## src/include/gpie_regs.vh

```
// Register map, field positions and reset values of the GPIO pin interrupt enable block
`ifndef GPIE_REGS_VH
`define GPIE_REGS_VH

`define GPIE_ADDR_W          8
`define GPIE_OFF_P0_EN       8'h00
`define GPIE_OFF_P1_EN       8'h04
`define GPIE_OFF_P2_EN       8'h08
`define GPIE_OFF_P3_EN       8'h0C
`define GPIE_OFF_CTRL        8'h10
`define GPIE_OFF_STATUS      8'h14
`define GPIE_OFF_MASK        8'h18
`define GPIE_OFF_PINS        8'h1C

`define GPIE_P0_VALID        8'hFF
`define GPIE_P1_VALID        8'hF7
`define GPIE_P2_VALID        8'hF8
`define GPIE_P3_VALID        8'h03
`define GPIE_EN_RESET        8'h00

`define GPIE_CTRL_CFG_LSB    0
`define GPIE_CTRL_GLOBAL_BIT 8
`define GPIE_CTRL_SENSE_BIT  9
`define GPIE_CTRL_PHP_BIT    10
`define GPIE_CTRL_RESET      32'h00000000

`define GPIE_STAT_GPIO_BIT   0
`define GPIE_STAT_W          1

`define GPIE_CFG_RISE        2'h0
`define GPIE_CFG_FALL_Z      2'h1
`define GPIE_CFG_PUSHPULL    2'h2
`define GPIE_CFG_FALL_RES    2'h3

`define GPIE_RESP_OKAY       2'h0
`define GPIE_RESP_SLVERR     2'h2

`endif

```

## src/rtl/gpie_edge.v

```verilog
// Pin synchroniser and per-pin edge qualifier for one eight-pin port
`timescale 1ns/1ns
`default_nettype none
`include "gpie_regs.vh"

module gpie_edge (
	input  wire       aclk,
	input  wire       aresetn,
	input  wire [7:0] pin_in,
	input  wire [7:0] pin_enable,
	input  wire [1:0] port_cfg,
	output reg  [7:0] pin_event,
	output reg  [7:0] pin_level
);

	reg  [7:0] sync_a;
	reg  [7:0] sync_b;
	reg  [7:0] prev;
	wire [7:0] rise;
	wire [7:0] fall;
	reg  [7:0] next_event;

	assign rise = sync_b & ~prev;
	assign fall = ~sync_b & prev;

	always @* begin
		case (port_cfg)
			`GPIE_CFG_RISE:     next_event = rise;
			`GPIE_CFG_FALL_Z:   next_event = fall;
			`GPIE_CFG_FALL_RES: next_event = fall;
			default:            next_event = 8'h00;
		endcase
	end

	always @(posedge aclk) begin
		if (!aresetn) begin
			sync_a    <= 8'h00;
			sync_b    <= 8'h00;
			prev      <= 8'h00;
			pin_event <= 8'h00;
			pin_level <= 8'h00;
		end else begin
			sync_a    <= pin_in;
			sync_b    <= sync_a;
			prev      <= sync_b;
			pin_level <= sync_b;
			pin_event <= next_event & pin_enable;
		end
	end

endmodule
`default_nettype wire

```

## src/rtl/gpie_top.v

```verilog
// GPIO pin interrupt enable block with AXI4-Lite register slave
//
// The implementer's own choices: the placing of the registers and the AXI4-Lite interface to the registers.
`timescale 1ns/1ns
`default_nettype none
`include "gpie_regs.vh"

module gpie_top (
	input  wire        aclk,
	input  wire        aresetn,
	input  wire [7:0]  port_zero_pins,
	input  wire [7:0]  port_one_pins,
	input  wire [7:0]  port_two_pins,
	input  wire [7:0]  port_three_pins,
	input  wire [7:0]  s_axi_awaddr,
	input  wire        s_axi_awvalid,
	output reg         s_axi_awready,
	input  wire [31:0] s_axi_wdata,
	input  wire [3:0]  s_axi_wstrb,
	input  wire        s_axi_wvalid,
	output reg         s_axi_wready,
	output reg  [1:0]  s_axi_bresp,
	output reg         s_axi_bvalid,
	input  wire        s_axi_bready,
	input  wire [7:0]  s_axi_araddr,
	input  wire        s_axi_arvalid,
	output reg         s_axi_arready,
	output reg  [31:0] s_axi_rdata,
	output reg  [1:0]  s_axi_rresp,
	output reg         s_axi_rvalid,
	input  wire        s_axi_rready,
	output reg         gpio_irq_req,
	output reg         irq
);

	reg  [7:0]  port0_pin_irq_enable;
	reg  [7:0]  port1_pin_irq_enable;
	reg  [7:0]  port2_pin_irq_enable;
	reg  [7:0]  port3_pin_irq_enable;
	reg  [7:0]  port_cfg;
	reg         global_gpio_enable;
	reg         irq_enable_sense;
	reg         parallel_host_port_mode;
	reg  [0:0]  irq_status;
	reg  [0:0]  irq_mask;

	reg         aw_held;
	reg         w_held;
	reg  [7:0]  aw_addr;
	reg  [31:0] w_data;
	reg  [3:0]  w_strb;

	wire [7:0]  ev0;
	wire [7:0]  ev1;
	wire [7:0]  ev2;
	wire [7:0]  ev3;
	wire [7:0]  lv0;
	wire [7:0]  lv1;
	wire [7:0]  lv2;
	wire [7:0]  lv3;
	wire        any_event;
	wire        gpio_event;
	wire        do_write;
	wire        wr_hit;
	wire        wr_p0;
	wire        wr_p1;
	wire        wr_p2;
	wire        wr_p3;
	wire        wr_ctrl;
	wire        wr_mask;
	wire [0:0]  next_status;
	reg  [31:0] next_rdata;
	reg         next_rerr;

	// Byte lane 0 merge; upper lanes carry nothing in these registers
	// Reserved bits forced low so they can never enable a pin
	function [7:0] lane0;
		input [7:0] old;
		input [31:0] data;
		input [3:0] strb;
		input [7:0] valid;
		begin
			lane0 = (strb[0] ? data[7:0] : old) & valid;
		end
	endfunction

	// Offsets that answer OKAY
	function is_mapped;
		input [7:0] a;
		begin
			is_mapped = (a == `GPIE_OFF_P0_EN) || (a == `GPIE_OFF_P1_EN) ||
				(a == `GPIE_OFF_P2_EN) || (a == `GPIE_OFF_P3_EN) ||
				(a == `GPIE_OFF_CTRL) || (a == `GPIE_OFF_STATUS) ||
				(a == `GPIE_OFF_MASK) || (a == `GPIE_OFF_PINS);
		end
	endfunction

	// Pins reach the edge compare through two flops in each unit
	// one edge unit per port
	gpie_edge u_edge0 (
		.aclk       (aclk),
		.aresetn    (aresetn),
		.pin_in     (port_zero_pins),
		.pin_enable (port0_pin_irq_enable),
		.port_cfg   (port_cfg[1:0]),
		.pin_event  (ev0),
		.pin_level  (lv0)
	);

	gpie_edge u_edge1 (
		.aclk       (aclk),
		.aresetn    (aresetn),
		.pin_in     (port_one_pins),
		.pin_enable (port1_pin_irq_enable),
		.port_cfg   (port_cfg[3:2]),
		.pin_event  (ev1),
		.pin_level  (lv1)
	);

	gpie_edge u_edge2 (
		.aclk       (aclk),
		.aresetn    (aresetn),
		.pin_in     (port_two_pins),
		.pin_enable (port2_pin_irq_enable),
		.port_cfg   (port_cfg[5:4]),
		.pin_event  (ev2),
		.pin_level  (lv2)
	);

	gpie_edge u_edge3 (
		.aclk       (aclk),
		.aresetn    (aresetn),
		.pin_in     (port_three_pins),
		.pin_enable (port3_pin_irq_enable),
		.port_cfg   (port_cfg[7:6]),
		.pin_event  (ev3),
		.pin_level  (lv3)
	);

	// Gated after the edge units; a mode write takes hold next cycle
	// shared request
	assign any_event = |{ev0, ev1, ev2, ev3};
	assign gpio_event = any_event & global_gpio_enable & irq_enable_sense & ~parallel_host_port_mode;

	// Held off while a response stands, so one write at a time
	assign do_write = aw_held && w_held && !s_axi_bvalid;
	// Write-one clear applies in the cycle the write is carried out
	assign wr_hit = do_write && (aw_addr == `GPIE_OFF_STATUS) && w_strb[0];
	// Set wins over a simultaneous write-one clear
	assign next_status = (irq_status & ~(wr_hit ? w_data[0:0] : 1'b0)) | gpio_event;

	// Write address side; ready pulses once per request
	// Address is held until the write is carried out
	always @(posedge aclk) begin
		if (!aresetn) begin
			s_axi_awready <= 1'b0;
			aw_held       <= 1'b0;
			aw_addr       <= 8'h00;
		end else begin
			s_axi_awready <= !aw_held && !s_axi_awready && s_axi_awvalid;
			if (s_axi_awvalid && s_axi_awready) begin
				aw_held <= 1'b1;
				aw_addr <= s_axi_awaddr;
			end
			if (do_write)
				aw_held <= 1'b0;
		end
	end

	// Write data side; taken before or after the address
	always @(posedge aclk) begin
		if (!aresetn) begin
			s_axi_wready <= 1'b0;
			w_held       <= 1'b0;
			w_data       <= 32'h00000000;
			w_strb       <= 4'h0;
		end else begin
			s_axi_wready <= !w_held && !s_axi_wready && s_axi_wvalid;
			if (s_axi_wvalid && s_axi_wready) begin
				w_held <= 1'b1;
				w_data <= s_axi_wdata;
				w_strb <= s_axi_wstrb;
			end
			if (do_write)
				w_held <= 1'b0;
		end
	end

	// Response waits for both halves and stands until bready
	always @(posedge aclk) begin
		if (!aresetn) begin
			s_axi_bvalid <= 1'b0;
			s_axi_bresp  <= `GPIE_RESP_OKAY;
		end else if (do_write) begin
			s_axi_bvalid <= 1'b1;
			s_axi_bresp  <= is_mapped(aw_addr) ? `GPIE_RESP_OKAY : `GPIE_RESP_SLVERR;
		end else if (s_axi_bvalid && s_axi_bready) begin
			s_axi_bvalid <= 1'b0;
		end
	end

	// Register write strobes
	assign wr_p0   = do_write && (aw_addr == `GPIE_OFF_P0_EN);
	assign wr_p1   = do_write && (aw_addr == `GPIE_OFF_P1_EN);
	assign wr_p2   = do_write && (aw_addr == `GPIE_OFF_P2_EN);
	assign wr_p3   = do_write && (aw_addr == `GPIE_OFF_P3_EN);
	assign wr_ctrl = do_write && (aw_addr == `GPIE_OFF_CTRL);
	assign wr_mask = do_write && (aw_addr == `GPIE_OFF_MASK);

	always @(posedge aclk) begin
		if (!aresetn) begin
			port0_pin_irq_enable <= `GPIE_EN_RESET;
		end else if (wr_p0) begin
			port0_pin_irq_enable <= lane0(port0_pin_irq_enable, w_data, w_strb, `GPIE_P0_VALID);
		end
	end

	always @(posedge aclk) begin
		if (!aresetn) begin
			port1_pin_irq_enable <= `GPIE_EN_RESET;
		end else if (wr_p1) begin
			port1_pin_irq_enable <= lane0(port1_pin_irq_enable, w_data, w_strb, `GPIE_P1_VALID);
		end
	end

	always @(posedge aclk) begin
		if (!aresetn) begin
			port2_pin_irq_enable <= `GPIE_EN_RESET;
		end else if (wr_p2) begin
			port2_pin_irq_enable <= lane0(port2_pin_irq_enable, w_data, w_strb, `GPIE_P2_VALID);
		end
	end

	always @(posedge aclk) begin
		if (!aresetn) begin
			port3_pin_irq_enable <= `GPIE_EN_RESET;
		end else if (wr_p3) begin
			port3_pin_irq_enable <= lane0(port3_pin_irq_enable, w_data, w_strb, `GPIE_P3_VALID);
		end
	end

	// Lane 0 holds the port edge config, lane 1 the enables and mode
	always @(posedge aclk) begin
		if (!aresetn) begin
			port_cfg                <= 8'h00;
			global_gpio_enable      <= 1'b0;
			irq_enable_sense        <= 1'b0;
			parallel_host_port_mode <= 1'b0;
		end else if (wr_ctrl) begin
			if (w_strb[0])
				port_cfg <= w_data[`GPIE_CTRL_CFG_LSB +: 8];
			if (w_strb[1]) begin
				global_gpio_enable      <= w_data[`GPIE_CTRL_GLOBAL_BIT];
				irq_enable_sense        <= w_data[`GPIE_CTRL_SENSE_BIT];
				parallel_host_port_mode <= w_data[`GPIE_CTRL_PHP_BIT];
			end
		end
	end

	// Mask gates only irq, never the shared request
	always @(posedge aclk) begin
		if (!aresetn) begin
			irq_mask <= 1'b0;
		end else if (wr_mask && w_strb[0]) begin
			irq_mask <= w_data[0:0];
		end
	end

	// Sticky status and interrupt outputs
	// Request pulse ignores the mask; only irq honours it
	always @(posedge aclk) begin
		if (!aresetn) begin
			irq_status   <= 1'b0;
			gpio_irq_req <= 1'b0;
			irq          <= 1'b0;
		end else begin
			irq_status   <= next_status;
			gpio_irq_req <= gpio_event;
			irq          <= |(next_status & irq_mask);
		end
	end

	// Enable registers are write-only; they read back as zero
	// Unmapped offsets answer SLVERR with zero data
	always @* begin
		next_rdata = 32'h00000000;
		next_rerr  = 1'b0;
		case (s_axi_araddr)
			`GPIE_OFF_P0_EN: next_rdata = 32'h00000000;
			`GPIE_OFF_P1_EN: next_rdata = 32'h00000000;
			`GPIE_OFF_P2_EN: next_rdata = 32'h00000000;
			`GPIE_OFF_P3_EN: next_rdata = 32'h00000000;
			`GPIE_OFF_CTRL: next_rdata = {21'h000000, parallel_host_port_mode, irq_enable_sense,
				global_gpio_enable, port_cfg};
			`GPIE_OFF_STATUS: next_rdata = {31'h00000000, irq_status};
			`GPIE_OFF_MASK: next_rdata = {31'h00000000, irq_mask};
			`GPIE_OFF_PINS: next_rdata = {lv3, lv2, lv1, lv0};
			default: next_rerr = 1'b1;
		endcase
	end

	// AXI read channel
	// Data captured at the address handshake, so it stands with rvalid
	always @(posedge aclk) begin
		if (!aresetn) begin
			s_axi_arready <= 1'b0;
			s_axi_rvalid  <= 1'b0;
			s_axi_rdata   <= 32'h00000000;
			s_axi_rresp   <= `GPIE_RESP_OKAY;
		end else begin
			s_axi_arready <= !s_axi_arready && !s_axi_rvalid && s_axi_arvalid;
			if (s_axi_arvalid && s_axi_arready) begin
				s_axi_rvalid <= 1'b1;
				s_axi_rdata  <= next_rdata;
				s_axi_rresp  <= next_rerr ? `GPIE_RESP_SLVERR : `GPIE_RESP_OKAY;
			end else if (s_axi_rvalid && s_axi_rready) begin
				s_axi_rvalid <= 1'b0;
			end
		end
	end

endmodule
`default_nettype wire

```

## config.mk

```make
export PLATFORM = sky130hd
export DESIGN_NAME = gpie_top
export DESIGN_NICKNAME = d
export VERILOG_FILES = /design/src/rtl/gpie_edge.v /design/src/rtl/gpie_top.v
export VERILOG_INCLUDE_DIRS = /design/src /design/src/include
export SDC_FILE = /design/constraint.sdc
export NUM_CORES = 1
export LEC_CHECK = 0
export BUFFER_PORTS_ARGS = -buffer_cell sky130_fd_sc_hd__buf_2
export CORE_ASPECT_RATIO = 1.1
export CORE_MARGIN = 2
export CORE_UTILIZATION = 40
export CTS_CLUSTER_DIAMETER = 60
export DETAILED_ROUTE_END_ITERATION = 8
export GPL_ROUTABILITY_DRIVEN = 1
export HOLD_SLACK_MARGIN = 0.15
export PLACE_DENSITY = 0.65
export SLEW_MARGIN = 40
export SYNTH_ARGS = -nofsm -noshare
export SYNTH_HDL_FRONTEND = slang
export SYNTH_SLANG_ARGS = --single-unit
```

## constraint.sdc

```tcl
create_clock -name aclk -period 3.15 [get_ports aclk]
set_clock_uncertainty 0.2 [all_clocks]
set_input_delay 0.63 -clock aclk [delete_from_list [all_inputs] [get_ports aclk]]
set_output_delay 0.63 -clock aclk [all_outputs]
set_load 0.05 [all_outputs]
```

Word-level counts from Yosys, hierarchy flattened. Index checks and enable logic that the tools add are counted. Widths: inputs -> output; s select.

Register bits: 229. Input bits: 91. Output and inout bits: 43. Word-level logic and storage cells: 161.

Eq/ne operators: 22. Multiplexer cells: 12. Bitwise logic cells: 29. Reduce and logical (&&, ||, !) cells: 57.

Operators with widths (number): $pmux 32 s4 (1); $and 8x8->8 (11); $eq 8x5->1 const B (8); $not 8->8 (8); $pmux 8 s2 (4); $eq 8x4->1 const B (4); $reduce_or 32->1 (1); $logic_and 1x1->1 (22); $eq 8x3->1 const B (2); $logic_not 8->1 (2); $reduce_and 2->1 (6); $reduce_or 2->1 (5); $and 8x2->8 (1); $eq 2x1->1 const B (4); $eq 2x2->1 const B (4); $logic_not 2->1 (4); $reduce_or 8->1 (1); $logic_not 1->1 (7); $logic_or 1x1->1 (7); $and 1x1->1 (5); $mux 1 (5); $mux 2 (2); $reduce_bool 2->1 (2); $not 1->1 (3); $or 1x1->1 (1).

Longest topological paths before layout.
Word-level depth: 9. Depth in mapped cells: 5.

By module. Synthesis repeated with hierarchy kept, for this count alone.

Cells, all modules: 792. Area, all modules: 8069.0 um^2.

By module, submodules not included: gpie_edge (instances 4, cells an instance 92, area an instance 1023.5 um^2, seq. area each 640.6 um^2); gpie_top (instances 1, cells an instance 424, area an instance 3975.1 um^2, seq. area each 1981.9 um^2).

Worst setup path before layout. No wires, ideal clock.

Path type: reg2reg. From: register s_axi_bvalid. To: register port0_pin_irq_enable[0]. Library setup time: 0.125 ns. Arrival: 1.656 ns. Data required time: 2.825 ns. Slack: 1.169 ns. Stages on the path, launching flop included: 5. Path buffers: 0. Clock period less this slack: 1.981 ns. Cell sequence: dfxtp_1 nand3b_1 nor4b_4 nand2_2 mux2i_1.

Word-level cells in the longest chain between the ends: 4.

RTL lines: start: declaration (line gpie_top.v:23) `output reg s_axi_bvalid,`; start signal: assignment (line gpie_top.v:192) `s_axi_bvalid <= 1'b0;`; start signal: assignment (line gpie_top.v:195) `s_axi_bvalid <= 1'b1;`; start signal: assignment (line gpie_top.v:198) `s_axi_bvalid <= 1'b0;`; $logic_not 1->1 (line gpie_top.v:146) `assign do_write = aw_held && w_held && !s_axi_bvalid;`; $logic_and 1x1->1 (line gpie_top.v:146); $logic_and 1x1->1 (line gpie_top.v:203) `` assign wr_p0 = do_write && (aw_addr == `GPIE_OFF_P0_EN); ``; $reduce_and 2->1 (no line); end signal: assignment (line gpie_top.v:212) `` port0_pin_irq_enable <= `GPIE_EN_RESET; ``; end signal: assignment (line gpie_top.v:214) `` port0_pin_irq_enable <= lane0(port0_pin_irq_enable, w_data, w_strb, `GPIE_P0_VALID); ``; end: declaration (line gpie_top.v:36) `reg [7:0] port0_pin_irq_enable;`.

No other way between the ends. A chain may end at the register's enable or synchronous reset.

Final worst setup path.
From: register s_axi_awready. To: output s_axi_awready.

RTL lines: start: declaration (line gpie_top.v:17) `output reg s_axi_awready,`; start signal: assignment (line gpie_top.v:160) `s_axi_awready <= !aw_held && !s_axi_awready && s_axi_awvalid;`.

No word-level cell between the ends.

==> run_results.csv <==
group,metric,value,unit
critical_path,worstReg2RegEnd,"irq",
grt,grt.total_usage,16.1,%
run_status,outcome,"finished, final reports clean",
timing,fmax,452,MHz
logic_synthesis,syn_avg_cell_area,10.7,sq um
critical_path,r2r_cells,4,
cts,cts-htree-levels,1,
logic_synthesis,ys_warn_count,0,
cts,cts.sinks,217,
power,ir_drop,0.423,mV
layout,syn2layout_area_growth,26.8,%
drt,routed_via_density,4.76,
floorplanning,die_y,145,um
power,power.density,671,nW/um^2
cts,clockBufferDepth,3,
floorplanning,die_area,19300,sq um
timing,finalSetupViolations,0,
cts,cts_tree,"built",
cts,clk_pin_slew,60,ps
worst_hold_path,hold_path_class,"input pin to flip-flop",
grt,grt_max_degree,76,
layout,drive_above_1_share,19.5,%
timing,setup-tns-final,0,ps
logic_synthesis,yosys.area.top_type,"dfxtp_1",
drt,drtAntennaViolNets,0,
layout,antenna_cells,0,
drt,vias,5107,
cts,clockRootBuffer,"clkbuf_16",
critical_path,endpoint,"s_axi_awready",
drt,wl_per_cell,14.5,um
layout,layout_common_cells,"217 x dfxtp_1, 107 x buf_2, 97 x and2_1, 76 x nand2_1, 46 x nand3b_1",
floorplanning,rows,51,
logic_synthesis,syn-cell-area,7270,sq um
floorplanning,ios,134,
logic_synthesis,synth_seq_area_share,59.8,%
layout,top_regs,"s_axi_rdata x32, w_data x11",
layout,fin_util,51.9,%
drt,firstDrtPassIters,4,
floorplanning,start_util,41.0,%
critical_path,worstSetupEndpointType,"primary output",
critical_path,critPathBufInv,1,
grt,grt_pass1_wl,25.5,mm
grt,grt_pass1_vias,4946,
critical_path,cp_slowest_cell,"dfxtp_1",
cts,worst_skew_pair.late_latency,500,ps
drt,first_iter_violations,254,
floorplanning,coreArea,17700,sq um
layout,mostFrequentLayoutCell,"dfxtp_1",
drt,totalWireLength,15.6,mm
critical_path,crit_arrival,1380,ps
critical_path,cp-start-kind,"flip-flop",
critical_path,cp-startpoint,"s_axi_awready",
critical_path,cp_top_family,"flip-flops",
layout,largest_register,"s_axi_rdata",
timing,slew_headroom,52.3,%
place,gp_routability_congestion,0.821,
timing,hold_viol_final,0,
layout,num-nets-final,908,
logic_synthesis,netlist_top_cells_area,"dfxtp_1 60%, and2_1 8.4%, nand3b_1 4.8%",
logic_synthesis,yosysUniqueCellTypes,36,
critical_path,path_max_fanout,12,
drt,drc,0,
layout,largest_reg_flops,32,
critical_path,path_class,"flip-flop to primary output",
timing,rsz0062_at_grt,"no",
logic_synthesis,synth_top_area_share,59.8,%
grt,gr-total-overflow,0,
run,maxCapViolations,0,
critical_path,rrSetupSlack,1070,ps
place,dpl.hpwl,10.2,mm
grt,antenna_found_initial,0,
logic_synthesis,synth-seq-cells,217,
critical_path,r2r_start,"u_edge0.pin_event[0]",
timing,worstMarginPinSlew,713,ps
place,io_buffers,108,
logic_synthesis,syn_inst,682,
critical_path,path_depth,1,
cts,numCtsBuffers,23,
critical_path,crit_required,2320,ps
power,leakagePower,0.00385,uW
timing,fin_crit,2210,ps
power,p_total,6180,uW
timing,maxSlewViolCount,0,
critical_path,max_stage_delay,560,ps
critical_path,crit_chain,"buf_2",
floorplanning,die_w,133,um
timing,fin_crit_sh,70.3,%
timing repair:
item,4_1_cts,5_1_grt
buffers inserted,0,0
setup endpoints to repair,0,0
endpoints found under the hold margin,32,0
hold buffers,32,0
resized for setup,0,0
metrics by stage:
step | setup WS (ps) | std cells | hold slack (ps) | instance area [sq um]
finish | 937 | 1072 | 183 | 9210
global route | 880 | 1072 | 184 | 9210
CTS | 940 | 1072 | 170 | 9210
detailed placement | 826 | 998 | 217 | 8000
global placement | 838 | 998 | 215 | 8000
floorplan | 1170 | 683 | 212 | 7270
report_power, final:
part	leakage (uW)	internal, uW	switching, uW
clock network	0.000431	2030	1080
registers	0.00177	2810	35.6
logic	0.00165	116	114
area by class of cell:
type                       count  area (sq um)
fill                        1641          8530
multi-input combinational    427          2770
inverter                       3          11.3
clock inverter                16           293
timing repair buffer         145           901
clock buffer                  26           597
tap                          238           298
sequential                   217          4340
worst min-delay path by stage:
stage                                 start           endpoint  slack (ps)  cells after the start
after floorplan           u_edge0.sync_a[0]  u_edge0.sync_b[0]         210                      1
after global placement    u_edge2.sync_a[0]  u_edge2.sync_b[0]         210                      1
after detailed placement  u_edge0.sync_a[7]  u_edge0.sync_b[7]         220                      1
after CTS                     s_axi_arvalid      s_axi_arready         170                      3
after global routing         s_axi_wstrb[0]          w_strb[0]         180                      3
final                         s_axi_arvalid      s_axi_arready         180                      3
worst register-to-register path: stages, from the launching register on:
cell and delay, ps:
dfxtp_1 300, nor4_1 510, nand4_1 190, o41ai_1 560
a21boi_0 160
cells in the mapped netlist:
cell type,number
dfxtp_1,217
or4_1,2
a22oi_1,11
nor2_1,11
o21ai_0,4
mux2i_1,31
mux4_2,1
a21oi_1,26
a21boi_0,24
nor4_1,6
nand3_1,12
and4bb_2,1
and2_1,98
and4b_1,1
conb_1,1
nor3_1,4
nor4b_4,1
buf_1,3
nand3b_1,46
inv_1,3
o41ai_1,1
and2_0,1
nor4b_1,2
nor4_4,1
or3_4,1
a22o_1,31
nand3_2,2
nand2_2,2
buf_4,2
buf_2,4
nor3b_1,1
clkbuf_1,27
nand4_1,5
nor2b_1,21
nand2b_1,2
nand2_1,76
logic make-up (layout without fill, tap and decap cells):
group / after synthesis / after routing / share of synthesized area [%]
simple gates: 296 / 296 / 23.9
other cells: 1 / 2 / 0.0516
mux: 32 / 32 / 4.58
flops: 217 / 217 / 59.8
buf+inv: 39 / 190 / 2.19
compound gates: 97 / 97 / 9.54
routing by layer:
layer	vias to the layer above	global-route usage (%)	part of all wire, %
met5	-	0	0
met4	0	4.19	1.6
met3	23	2.89	5.2
met2	106	26.9	47
met1	2382	21.5	47
li1	2596	-	-
No activity file was read; power rests on OpenSTA's default activity.
